## config.mk

```make
export PLATFORM = sky130hd
export DESIGN_NAME = rf_request_state_filter
export DESIGN_NICKNAME = d
export VERILOG_FILES = /design/src/design/rf_filter_pkg.sv /design/src/design/rf_request_state_filter.sv
export SDC_FILE = /design/constraint.sdc
export NUM_CORES = 1
export LEC_CHECK = 0
export ABC_AREA = 1
export BUFFER_PORTS_ARGS = -buffer_cell sky130_fd_sc_hd__buf_2
export CORE_MARGIN = 2
export CORE_UTILIZATION = 40
export CTS_BUF_LIST = sky130_fd_sc_hd__clkbuf_16
export CTS_CLUSTER_DIAMETER = 30
export CTS_CLUSTER_SIZE = 14
export DETAILED_ROUTE_END_ITERATION = 7
export GPL_TIMING_DRIVEN = 0
export PLACE_DENSITY_LB_ADDON = 0.3
export SLEW_MARGIN = 15
export SYNTH_ARGS = -nofsm -noshare
export SYNTH_HDL_FRONTEND = slang
export SYNTH_SLANG_ARGS = --single-unit
```

## constraint.sdc

```tcl
create_clock -name clk_sys -period 8.4 [get_ports clk_sys]
set_input_delay 0 -clock clk_sys [delete_from_list [all_inputs] [get_ports clk_sys]]
set_output_delay 0 -clock clk_sys [all_outputs]
set_load 0.03 [all_outputs]
```

## src/design/rf_filter_pkg.sv

```systemverilog
`default_nettype none
package rf_filter_pkg;
   // Register map, one aligned 32-bit word each
   localparam logic [7:0]  ADDR_CTRL       = 8'h00;
   localparam logic [7:0]  ADDR_UID_LO     = 8'h04;
   localparam logic [7:0]  ADDR_UID_HI     = 8'h08;
   localparam logic [7:0]  ADDR_STATUS     = 8'h0C;
   localparam logic [7:0]  ADDR_LAST       = 8'h10;
   localparam int          CTRL_ENABLE_BIT = 0;
   localparam logic [31:0] CTRL_RESET      = 32'h0000_0001;
   localparam logic [31:0] UID_RESET       = 32'h0000_0000;
   // Request flag positions (flag bit n sits at index n-1)
   localparam int          FLAG_INVENTORY  = 2;
   localparam int          FLAG_SELECT     = 4;
   localparam int          FLAG_ADDRESS    = 5;
   // Response fields
   localparam logic [7:0]  RESP_FLAGS_ERROR = 8'h01;
   localparam logic [7:0]  ERR_OPTION       = 8'h03;
   // Frame check
   localparam logic [15:0] CRC_PRESET  = 16'hFFFF;
   localparam logic [15:0] CRC_POLY    = 16'h8408;
   localparam logic [15:0] CRC_RESIDUE = 16'hF0B8;
   localparam logic [4:0]  MIN_REQ_BYTES  = 5'h04;
   localparam logic [4:0]  MIN_ADDR_BYTES = 5'h0C;
   // Timing
   localparam int CLK_HZ          = 40_000_000;
   localparam int FIELD_ABSENT_US = 1000;
   localparam int FIELD_ABSENT_CYCLES = (FIELD_ABSENT_US * (CLK_HZ / 1_000_000));

   typedef enum logic [1:0] {
      ST_OFF      = 2'b00,
      ST_READY    = 2'b01,
      ST_QUIET    = 2'b10,
      ST_SELECTED = 2'b11
   } tag_state_e;

   typedef struct packed {
      logic       sof;
      logic       eof;
      logic       partial;
      logic [7:0] data;
   } rx_byte_s;

   typedef struct packed {
      logic [7:0] flags;
      logic [7:0] cmd;
      logic       addressed;
   } req_s;

   typedef struct packed {
      logic go_ready;
      logic go_quiet;
      logic go_select;
      logic deselect;
   } state_cmd_s;

   function automatic logic [15:0] crc16_byte(input logic [15:0] crc, input logic [7:0] d);
      logic [15:0] c;
      c = crc;
      for (int i = 0; i < 8; i++) begin
         if (c[0] ^ d[i]) c = (c >> 1) ^ CRC_POLY;
         else c = c >> 1;
      end
      return c;
   endfunction : crc16_byte
endpackage : rf_filter_pkg
`default_nettype wire

```

## src/design/rf_request_state_filter.sv

```systemverilog
`timescale 1ns/100ps
`default_nettype none
//Behaviour
//Tag transmits only after a whole request was received and checked.
//Reader sends flags, command, parameters, data, two-byte check, between delimiters.
//Response is flags, parameters, data, two-byte check; no command code.
//Frames carry whole bytes; a partial byte drops the frame.
//Bits least significant first; multi-byte fields low byte first.
//Optional field present exactly when its flag is one.
//Tag has four states: unpowered, ready, quiet, selected.
//Unpowered without enough energy; ready once energy is present; code also waits for field_on before leaving unpowered.
//Ready tag answers requests without select flag, ignores select requests; code sends the 03h error to those with address flag set.
//Quiet tag ignores inventory requests having the address flag set.
//Selected tag answers select, matching addressed and general requests.
//General requests answered in ready or selected; quiet stays silent.
//Address flag set: compare carried 64-bit identifier, answer on equality.
//Addressed request with foreign identifier gets no response; with select flag also set, the code sends the 03h error anyway.
//Address flag clear: no identifier field; answer subject to state.
//Select flag set: no identifier; only selected tag answers; with address flag too, ready and quiet tags send the 03h error.
//Field absent for the field-off interval returns tag to unpowered.
//Reader keeps at most one tag selected at a time.
//Both address and select flags set: error response with code 03h.
//Inventory flag clear: bit 5 select, bit 6 address flag.
//Check register preset to all ones before first byte.
//Request with bad check is dropped silently.
//Response flag bit 1 set on error, then an error code follows.
module rf_request_state_filter #(
   parameter int unsigned FIELD_ABSENT_CYCLES = rf_filter_pkg::FIELD_ABSENT_CYCLES
) (
   input  wire logic                    clk_sys,
   input  wire logic                    rst,
   input  wire logic [7:0]              paddr,
   input  wire logic                    psel,
   input  wire logic                    penable,
   input  wire logic                    pwrite,
   input  wire logic [31:0]             pwdata,
   output logic [31:0]                  prdata,
   output logic                         pready,
   output logic                         pslverr,
   input  wire logic                    energy_ok,
   input  wire logic                    field_on,
   input  wire logic                    rx_valid,
   input  wire rf_filter_pkg::rx_byte_s rx,
   input  wire rf_filter_pkg::state_cmd_s state_cmd,
   output logic                         req_valid,
   output rf_filter_pkg::req_s          req,
   output logic                         tx_valid,
   output logic [7:0]                   tx_data,
   output logic                         tx_last,
   input  wire logic                    tx_ready,
   output rf_filter_pkg::tag_state_e    tag_state
);
   import rf_filter_pkg::*;

   logic [31:0] ctrl;
   logic [31:0] uid_lo;
   logic [31:0] uid_hi;
   logic [15:0] last_req;
   logic [7:0]  drop_cnt;
   logic        in_frame;
   logic        done_q;
   logic        frame_err;
   logic [4:0]  nbytes;
   logic [7:0]  flags_q;
   logic [7:0]  cmd_q;
   logic [63:0] uid_rx;
   logic [15:0] crc;
   logic [31:0] absent_cnt;
   logic        absent_hit;
   logic        tx_busy;
   logic [1:0]  tx_idx;
   logic [15:0] tx_crc;
   logic [2:0]  uid_pos;
   logic        inv;
   logic        sel;
   logic        adr;
   logic        uid_match;
   logic        crc_ok;
   logic        len_ok;
   logic        frame_ok;
   logic        answer;
   logic        err_opt;
   logic        tx_hs;
   logic [15:0] next_tx_crc;
   logic        apb_wr;
   logic        apb_rd;

   // Register bus: zero wait states
   assign pready = 1'b1;
   assign apb_wr = psel & penable & pwrite;
   assign apb_rd = psel & ~penable & ~pwrite;
   assign pslverr = psel & penable & ~(paddr == ADDR_CTRL || paddr == ADDR_UID_LO ||
                    paddr == ADDR_UID_HI || paddr == ADDR_STATUS || paddr == ADDR_LAST);

   always_ff @(posedge clk_sys or posedge rst) begin
      if (rst) begin
         ctrl   <= CTRL_RESET;
         uid_lo <= UID_RESET;
         uid_hi <= UID_RESET;
      end else if (apb_wr) begin
         case (paddr)
            ADDR_CTRL:   ctrl <= pwdata & CTRL_RESET;
            ADDR_UID_LO: uid_lo <= pwdata;
            ADDR_UID_HI: uid_hi <= pwdata;
            default:     ;
         endcase
      end
   end

   // Read data is staged in the setup cycle so it leaves a flip-flop
   always_ff @(posedge clk_sys or posedge rst) begin
      if (rst) begin
         prdata <= 32'h0000_0000;
      end else if (apb_rd) begin
         case (paddr)
            ADDR_CTRL:   prdata <= ctrl;
            ADDR_UID_LO: prdata <= uid_lo;
            ADDR_UID_HI: prdata <= uid_hi;
            ADDR_STATUS: prdata <= {16'h0000, drop_cnt, 4'h0, in_frame, tx_busy, tag_state};
            ADDR_LAST:   prdata <= {16'h0000, last_req};
            default:     prdata <= 32'h0000_0000;
         endcase
      end
   end

   // Field-off timer; saturates so a long absence cannot wrap
   assign absent_hit = (absent_cnt == 32'(FIELD_ABSENT_CYCLES - 1));
   always_ff @(posedge clk_sys or posedge rst) begin
      if (rst) absent_cnt <= 32'h0000_0000;
      else if (field_on) absent_cnt <= 32'h0000_0000;
      else if (!absent_hit) absent_cnt <= absent_cnt + 32'h0000_0001;
   end

   // Tag state machine
   always_ff @(posedge clk_sys or posedge rst) begin
      if (rst) begin
         tag_state <= ST_OFF;
      end else if (!energy_ok || (absent_hit && !field_on)) begin
         tag_state <= ST_OFF;
      end else begin
         case (tag_state)
            ST_OFF:  if (field_on) tag_state <= ST_READY;
            default: begin
               if (state_cmd.go_select) tag_state <= ST_SELECTED;
               else if (state_cmd.go_quiet) tag_state <= ST_QUIET;
               else if (state_cmd.go_ready) tag_state <= ST_READY;
               else if (state_cmd.deselect && tag_state == ST_SELECTED) tag_state <= ST_READY;
            end
         endcase
      end
   end

   // Request capture: byte 0 flags, byte 1 command
   assign uid_pos = 3'(nbytes - 5'h02);
   always_ff @(posedge clk_sys or posedge rst) begin
      if (rst) begin
         in_frame  <= 1'b0;
         done_q    <= 1'b0;
         frame_err <= 1'b0;
         nbytes    <= 5'h00;
         flags_q   <= 8'h00;
         cmd_q     <= 8'h00;
         uid_rx    <= 64'h0000_0000_0000_0000;
         crc       <= CRC_PRESET;
      end else begin
         done_q <= 1'b0;
         if (rx_valid && rx.sof) begin
            in_frame  <= ~rx.eof;
            done_q    <= rx.eof;
            frame_err <= rx.partial;
            nbytes    <= 5'h01;
            flags_q   <= rx.data;
            crc       <= crc16_byte(CRC_PRESET, rx.data);
         end else if (rx_valid && in_frame) begin
            in_frame  <= ~rx.eof;
            done_q    <= rx.eof;
            frame_err <= frame_err | rx.partial;
            if (nbytes != 5'h1F) nbytes <= nbytes + 5'h01;
            crc <= crc16_byte(crc, rx.data);
            if (nbytes == 5'h01) cmd_q <= rx.data;
            // Identifier only when addressed, low byte first
            if (adr && nbytes >= 5'h02 && nbytes <= 5'h09) uid_rx[{uid_pos, 3'b000} +: 8] <= rx.data;
         end
      end
   end

   // Flag decode
   assign inv = flags_q[FLAG_INVENTORY];
   assign sel = ~inv & flags_q[FLAG_SELECT];
   assign adr = ~inv & flags_q[FLAG_ADDRESS];
   assign uid_match = (uid_rx == {uid_hi, uid_lo});
   assign crc_ok = (crc == CRC_RESIDUE);
   assign len_ok = (nbytes >= (adr ? MIN_ADDR_BYTES : MIN_REQ_BYTES));
   assign err_opt = sel & adr;
   // Bad check, partial byte or short frame: no reply at all
   assign frame_ok = done_q & ctrl[CTRL_ENABLE_BIT] & ~frame_err & crc_ok & len_ok & ~tx_busy &
                     (tag_state != ST_OFF);

   always_comb begin
      answer = 1'b0;
      case (tag_state)
         ST_READY:    answer = ~sel & (~adr | uid_match);
         ST_QUIET:    answer = inv ? ~flags_q[FLAG_ADDRESS] : (adr & uid_match);
         ST_SELECTED: answer = ~adr | uid_match;
         default:     answer = 1'b0;
      endcase
   end

   // Hand-off of an accepted request to command execution
   always_ff @(posedge clk_sys or posedge rst) begin
      if (rst) begin
         req_valid <= 1'b0;
         req       <= '0;
         last_req  <= 16'h0000;
         drop_cnt  <= 8'h00;
      end else begin
         req_valid <= frame_ok & ~err_opt & answer;
         if (frame_ok && !err_opt && answer) begin
            req      <= '{flags: flags_q, cmd: cmd_q, addressed: adr};
            last_req <= {cmd_q, flags_q};
         end
         if (done_q && !(crc_ok && !frame_err) && drop_cnt != 8'hFF) drop_cnt <= drop_cnt + 8'h01;
      end
   end

   // Error response: flags, code, check low, check high; no command field
   assign tx_valid = tx_busy;
   assign tx_last = tx_busy & (tx_idx == 2'h3);
   assign tx_hs = tx_busy & tx_ready;
   assign next_tx_crc = crc16_byte(tx_crc, tx_data);
   always_ff @(posedge clk_sys or posedge rst) begin
      if (rst) begin
         tx_busy <= 1'b0;
         tx_idx  <= 2'h0;
         tx_data <= 8'h00;
         tx_crc  <= CRC_PRESET;
      end else if (frame_ok && err_opt) begin
         tx_busy <= 1'b1;
         tx_idx  <= 2'h0;
         tx_data <= RESP_FLAGS_ERROR;
         tx_crc  <= CRC_PRESET;
      end else if (tx_hs) begin
         tx_idx <= tx_idx + 2'h1;
         case (tx_idx)
            2'h0: begin
               tx_data <= ERR_OPTION;
               tx_crc  <= next_tx_crc;
            end
            2'h1: begin
               tx_data <= ~next_tx_crc[7:0];
               tx_crc  <= next_tx_crc;
            end
            2'h2:    tx_data <= ~tx_crc[15:8];
            default: tx_busy <= 1'b0;
         endcase
      end
   end
endmodule : rf_request_state_filter
`default_nettype wire

```

==> results of run 1 <==
## synthesized netlist by cell type (all sizes together) (2+ instances only)
| cell type | n | area, um^2 |
|---|---|---|
| a31oi | 10 | 62.6 |
| dfstp | 33 | 867 |
| o31ai | 2 | 15.0 |
| nor3 | 30 | 160 |
| nor4 | 7 | 43.8 |
| nand4 | 33 | 221 |
| xnor2 | 12 | 105 |
| buf | 16 | 101 |
| nand3 | 64 | 395 |
| o221ai | 3 | 26.3 |
| ha | 20 | 250 |
| a211oi | 3 | 22.5 |
| inv | 267 | 1000 |
| o21ai | 236 | 1180 |
| clkinv | 3 | 11.3 |
| xor2 | 37 | 324 |
| o21a | 5 | 37.5 |
| nand2 | 605 | 2280 |
| o22ai | 27 | 169 |
| clkbuf | 43 | 163 |
| o211ai | 4 | 30.0 |
| dfrtp | 255 | 6380 |
| a21oi | 59 | 299 |
| nor2 | 159 | 604 |
## where the power goes
part | switching [uW] | internal, uW | total, uW
clock | 839 | 1830 | 2670
sequential | 153 | 1610 | 1770
combinational | 649 | 344 | 993
## per-stage QoR
stage	instances	hold WS (ps)	worst slack (ps)	TNS, ps	total power (uW)
floorplan	1941	117	506	0	2460
finish	2720	29.7	5610	0	5430
global route	2720	99.3	5490	0	5700
global placement	2532	223	-3000	-760590	2710
CTS	2720	4.09	5630	0	5460
detailed placement	2534	170	5650	0	2740
## routing by layer
layer / vias to the layer above / part of all wire / GRT usage
met1: 6615 / 0.43 / 0.303
li1: 6739 / - / -
met4: 0 / 0.039 / 0.107
met3: 108 / 0.057 / 0.0440
met5: - / 0 / 0
met2: 427 / 0.47 / 0.395
## tightest hold or removal path, stage by stage
cell and delay [ps]:
buf_2 110, nand4_1 150, o21ai_0 80, o21ai_0 150, nand2_1 50
## cell type report
cell class,instances,area [um^2]
Inverter,270,1020
Buffer,59,264
Clock inverter,58,569
Tap cell,468,586
Clock buffer,71,1780
Fill cell,3435,17500
Sequential cell,288,7250
Multi-Input combinational cell,1324,6290
Timing Repair Buffer,182,1240
## cells in the final DEF (no fill, tap or decap), types with 3 or more instances in the layout
cell type      synthesis  routed
a211oi_1               3       3
a21oi_1               58      58
a31oi_1               10      10
buf_2                  9     132
buf_6                  3       3
bufinv_16              0      10
clkbuf_1              42      42
clkbuf_16              0      71
clkinv_1               3      20
clkinv_2               0      10
clkinv_4               0       3
dfrtp_1              255     255
dfstp_2               33      33
dlygate4sd3_1          0      57
ha_1                  20      20
inv_1                263     273
inv_2                  4       4
inv_6                  0       4
nand2_1              604     604
nand3_1               58      58
nand3_4                6       6
nand4_1               32      32
nor2_1               158     158
nor3_1                28      28
nor4_1                 7       7
o211ai_1               4       4
o21a_1                 5       5
o21ai_0              227     227
o21ai_1                9       9
o221ai_1               3       3
o22ai_1               27      27
xnor2_1               12      12
xor2_1                37      37
## logic make-up after synthesis
group           Yosys count  share of synthesized area
compound gates          352                      0.126
xor+xnor                 49                     0.0290
fa+ha+maj                20                     0.0169
buf+inv                 329                     0.0862
flops                   288                      0.489
other cells               1                   0.000253
simple gates            902                      0.253
## flip-flops by register name, indices dropped and copies added (netlist names), 16 cells and up
register	flops
uid_hi	32
prdata	32
uid_lo	32
req	16
absent_cnt	32
tx_crc	16
crc	16
uid_rx	64
## repair_timing
item,4_1_cts,5_1_grt
buffers inserted,0,0
hold buffers,57,0
hold endpoints to repair,239,0
## path summary, 6_finish.rpt
path	from	to	depth (start not counted)
max reg2reg	nbytes[1]$_DFFE_PP0P_	uid_rx[17]$_DFFE_PP0P_	9
max	nbytes[1]$_DFFE_PP0P_	uid_rx[17]$_DFFE_PP0P_	9
min	paddr[3]	prdata[13]$_DFFE_PP0P_	5
min reg2reg	prdata[3]$_DFFE_PP0P_	prdata[3]$_DFFE_PP0P_	2
max in group asynchronous	rst	done_q$_DFF_PP0_	4
min in group asynchronous	rst	prdata[16]$_DFFE_PP0P_	3
==> results.toml, run 1 <==
[detailed_routing]
wl_per_cell_um = 16.4
drt-initial-drc-count = 1037
vias = 13900
ant_nets = 0
first_pass_iters = 5
routed_wl_um = 44500
drc = 0
via_per_inst = 5.11

[cells_and_area]
layout-drive-gt1-share = 0.130
diodes = 0
final_cell_area_mm2 = 0.0190
nets = 2280
area.growth.synth_to_final_pct = 28.2
final_util = 0.520

[sta]
period_minus_slack_ps = 2790
max_freq_mhz = 358
slew_violations = 0
setup_viol = 0
skew_ps = 21.2
finalHoldViolCount = 0
fin_crit_sh = 0.333
tightestPinTransition_ps = 928
slew_headroom = 0.379
rsz0062_at_grt = "no"

[place]
dpl_cell_area_mm2 = 0.0161
dpl.hpwl_um = 31800
portBuffers = 123
gp_congestion = 0.942

[floorplan]
ios = 128
fp-row-count = 70
die_w_um = 196
coreArea_mm2 = 0.0365
initial_utilization = 0.406
dieArea_mm2 = 0.0386
die_h_um = 196

[global_routing]
grt_usage = 0.238
grt_max_degree = 108
grt.overflow.total = 0
grt_pass1_wl_um = 72400
grt_pass1_vias = 13900
antenna_found_initial = 0

[setup_path]
worstPathArrival_ps = 3220
cp_slowest_cell = "nor2_1"
crit_family = "simple AND/OR/NAND/NOR gates"
critical_path_buf_inv_count = 3
required_ps = 8830
cpPeakStageDelay_ps = 720
critical_path.endpoint_type = "flop"
start_kind = "flop"
criticalPathCategory = "flop to flop"
r2r_slack_ps = 5610
critPathMaxFanout = 10
path_cells = "inv_1 -> ha_1 -> ha_1 -> inv_1 -> nor2_1 -> nand3_4 -> buf_2 -> nand2_1 -> o21ai_0"

[logic_synthesis]
yosys_most_used_dff = "dfrtp_1"
yosysWarnings = 0
synth-seq-area-share = 0.489
synthArstFlopShare = 1.00
synth_cells = 1941
ys_types = 44
ys_seq_elements = 288
synthesis.area_mm2 = 0.0148
synth_edf_count = 0
syn_avg_cell_area_um2 = 7.63
syn_nets = 2025

[clock_tree]
clk_pin_slew_ps = 50
cts_resized = 0
insertion_delay_ps = 570
max-clock-path-buffers = 3
cts_max_level = 3
numCtsBuffers = 71
cts_tree = "done"
clock_sinks = 288
root_buffer = "clkbuf_16"

[status]
status = "completed"

[power]
ir_drop_uv = 270
powerDensity_mw_per_mm2 = 286
static-leakage-power_uw = 0.00938

[job]
cap_violations = 0

[worst_hold_path]
hold_path.class = "input port to flop"
Note: power is estimated with default switching activity, not from simulation.
==> run 2: changes to the inputs <==
- clock period: 8.4 -> 2.6 ns (I/O delays scaled with it)
==> results.toml, run 2 (synthesis gave the netlist of run 1 again) <==
[status]
status = "completed"

[sta]
tightestPinTransition_ps = 800
slew_violations = 0
skew_ps = 23.7
setup_viol = 0
period_minus_slack_ps = 2380
max_freq_mhz = 421
fin_crit_sh = 0.914
slew_headroom = 0.467
rsz0062_at_grt = "no"
finalHoldViolCount = 0

[cells_and_area]
final_cell_area_mm2 = 0.0191
diodes = 0
final_common_cell = "nand2_1"
layout.cells.non_filler = 2726
area.growth.synth_to_final_pct = 28.9
largest_reg_flops = 64
nets = 2288
regMostFlops = "uid_rx"
layout-drive-gt1-share = 0.137
layout_common_cells = "604 x nand2_1, 269 x inv_1, 255 x dfrtp_1"

[place]
dp_cells = 2542
portBuffers = 123
gp_congestion = 0.929
dpl_cell_area_mm2 = 0.0162
dpl.hpwl_um = 32300

[worst_hold_path]
hold_path.class = "input port to flop"
min_path_cells = 5

[setup_path]
start_kind = "flop"
required_ps = 3030
critPathMaxFanout = 8
criticalPathCategory = "flop to flop"
worstPathArrival_ps = 2810
r2r_cells = 7
critical_path.endpoint_type = "flop"

[floorplan]
die_h_um = 196
fp-row-count = 70
ios = 128
coreArea_mm2 = 0.0365
die_w_um = 196
initial_utilization = 0.406
dieArea_mm2 = 0.0386

[detailed_routing]
drt-initial-drc-count = 896
wl_per_cell_um = 16.2
drc = 0
ant_nets = 0
vias = 13800
first_pass_iters = 6
via_per_inst = 5.06
routed_wl_um = 44200

[power]
ir_drop_uv = 597
pwr-share-comb = 0.189
intPower_uw = 11900
static-leakage-power_uw = 0.00937
switching_share = 0.312
pwr-share-clk = 0.480
pwr-share-seq = 0.331
p_sw_uw = 5370
powerDensity_mw_per_mm2 = 902

[global_routing]
antenna_found_initial = 0
grt.overflow.total = 0
grt_max_degree = 38
grt_usage = 0.235
grt_pass1_wl_um = 72000
grt_pass1_vias = 14100

[clock_tree]
cts_max_level = 3
postCtsSetupBuffers = 0
clock_sinks = 288
max-clock-path-buffers = 3
insertion_delay_ps = 570
root_buffer = "clkbuf_16"
cts_tree = "done"
numCtsBuffers = 70
clk_pin_slew_ps = 40

[job]
cap_violations = 0
==> run 2: worst paths after layout <==
path / endpoint / start / slack (ps)
hold / removal: prdata[13]$_DFFE_PP0P_ / paddr[3] / 30
min in group asynchronous: absent_cnt[22]$_DFFE_PP0N_ / rst / 530
hold reg to reg: prdata[29]$_DFFE_PP0P_ / prdata[29]$_DFFE_PP0P_ / 470
setup / recovery: uid_rx[58]$_DFFE_PP0P_ / nbytes[1]$_DFFE_PP0P_ / 220
setup reg to reg: uid_rx[58]$_DFFE_PP0P_ / nbytes[1]$_DFFE_PP0P_ / 220
max in group asynchronous: ctrl[0]$_DFFE_PP1P_ / rst / 1130
==> run 2: power groups by stage <==
stage                     sequential (uW)  clock [uW]  combinational [uW]
after floorplan                      5720           0                2220
after global placement               5750           0                3010
after detailed placement             5750           0                3110
after CTS                            5700        8390                3220
after global routing                 5770        8630                3670
final                                5710        8270                3260
==> run 2: cell type report <==
class	instances	area, um^2
fillers	3395	17400
well taps	468	586
multi-input cells	1324	6310
repair buffers	191	1410
flip-flops and latches	288	7250
inverters	270	1020
clock inverters	56	512
plain buffers	59	265
clock buffers	70	1750
==> run 2: worst max-delay path, cell delays in order (launching register included) <==
cell and delay (ps):
dfrtp_1 430, inv_1 160, ha_1 330, ha_1 340
nor2_2 360, nand3_1 370, nand2_1 150, o21ai_0 90
==> run 2: per-stage QoR <==
step | TNS (ps) | power [uW] | hold WS, ps | utilization | setup WS, ps
2_1_floorplan | -309940 | 7930 | 117 | - | -1190
3_3_place_gp | -824990 | 8750 | 227 | 0.439 | -3050
3_5_place_dp | -1550 | 8870 | -24.9 | 0.445 | -103
4_1_cts | 0 | 17300 | 19.3 | 0.523 | 19.5
5_1_grt | 0 | 18100 | 83.7 | 0.523 | 9.99
6_report | 0 | 17200 | 31.1 | 0.523 | 225
==> run 2: metal layers <==
| layer | routed length [um] | vias up | GRT usage |
|---|---|---|---|
| met5 | 0 | - | 0 |
| met4 | 1830 | 0 | 0.108 |
| met3 | 2350 | 117 | 0.0419 |
| met2 | 20600 | 397 | 0.391 |
| met1 | 19400 | 6523 | 0.300 |
| li1 | - | 6743 | - |
==> run 2: what timing repair did <==
action,CTS,global route
hold buffers,58,0
setup endpoints to repair,32,47
gates resized for setup,1,5
endpoints found under the hold margin,333,0
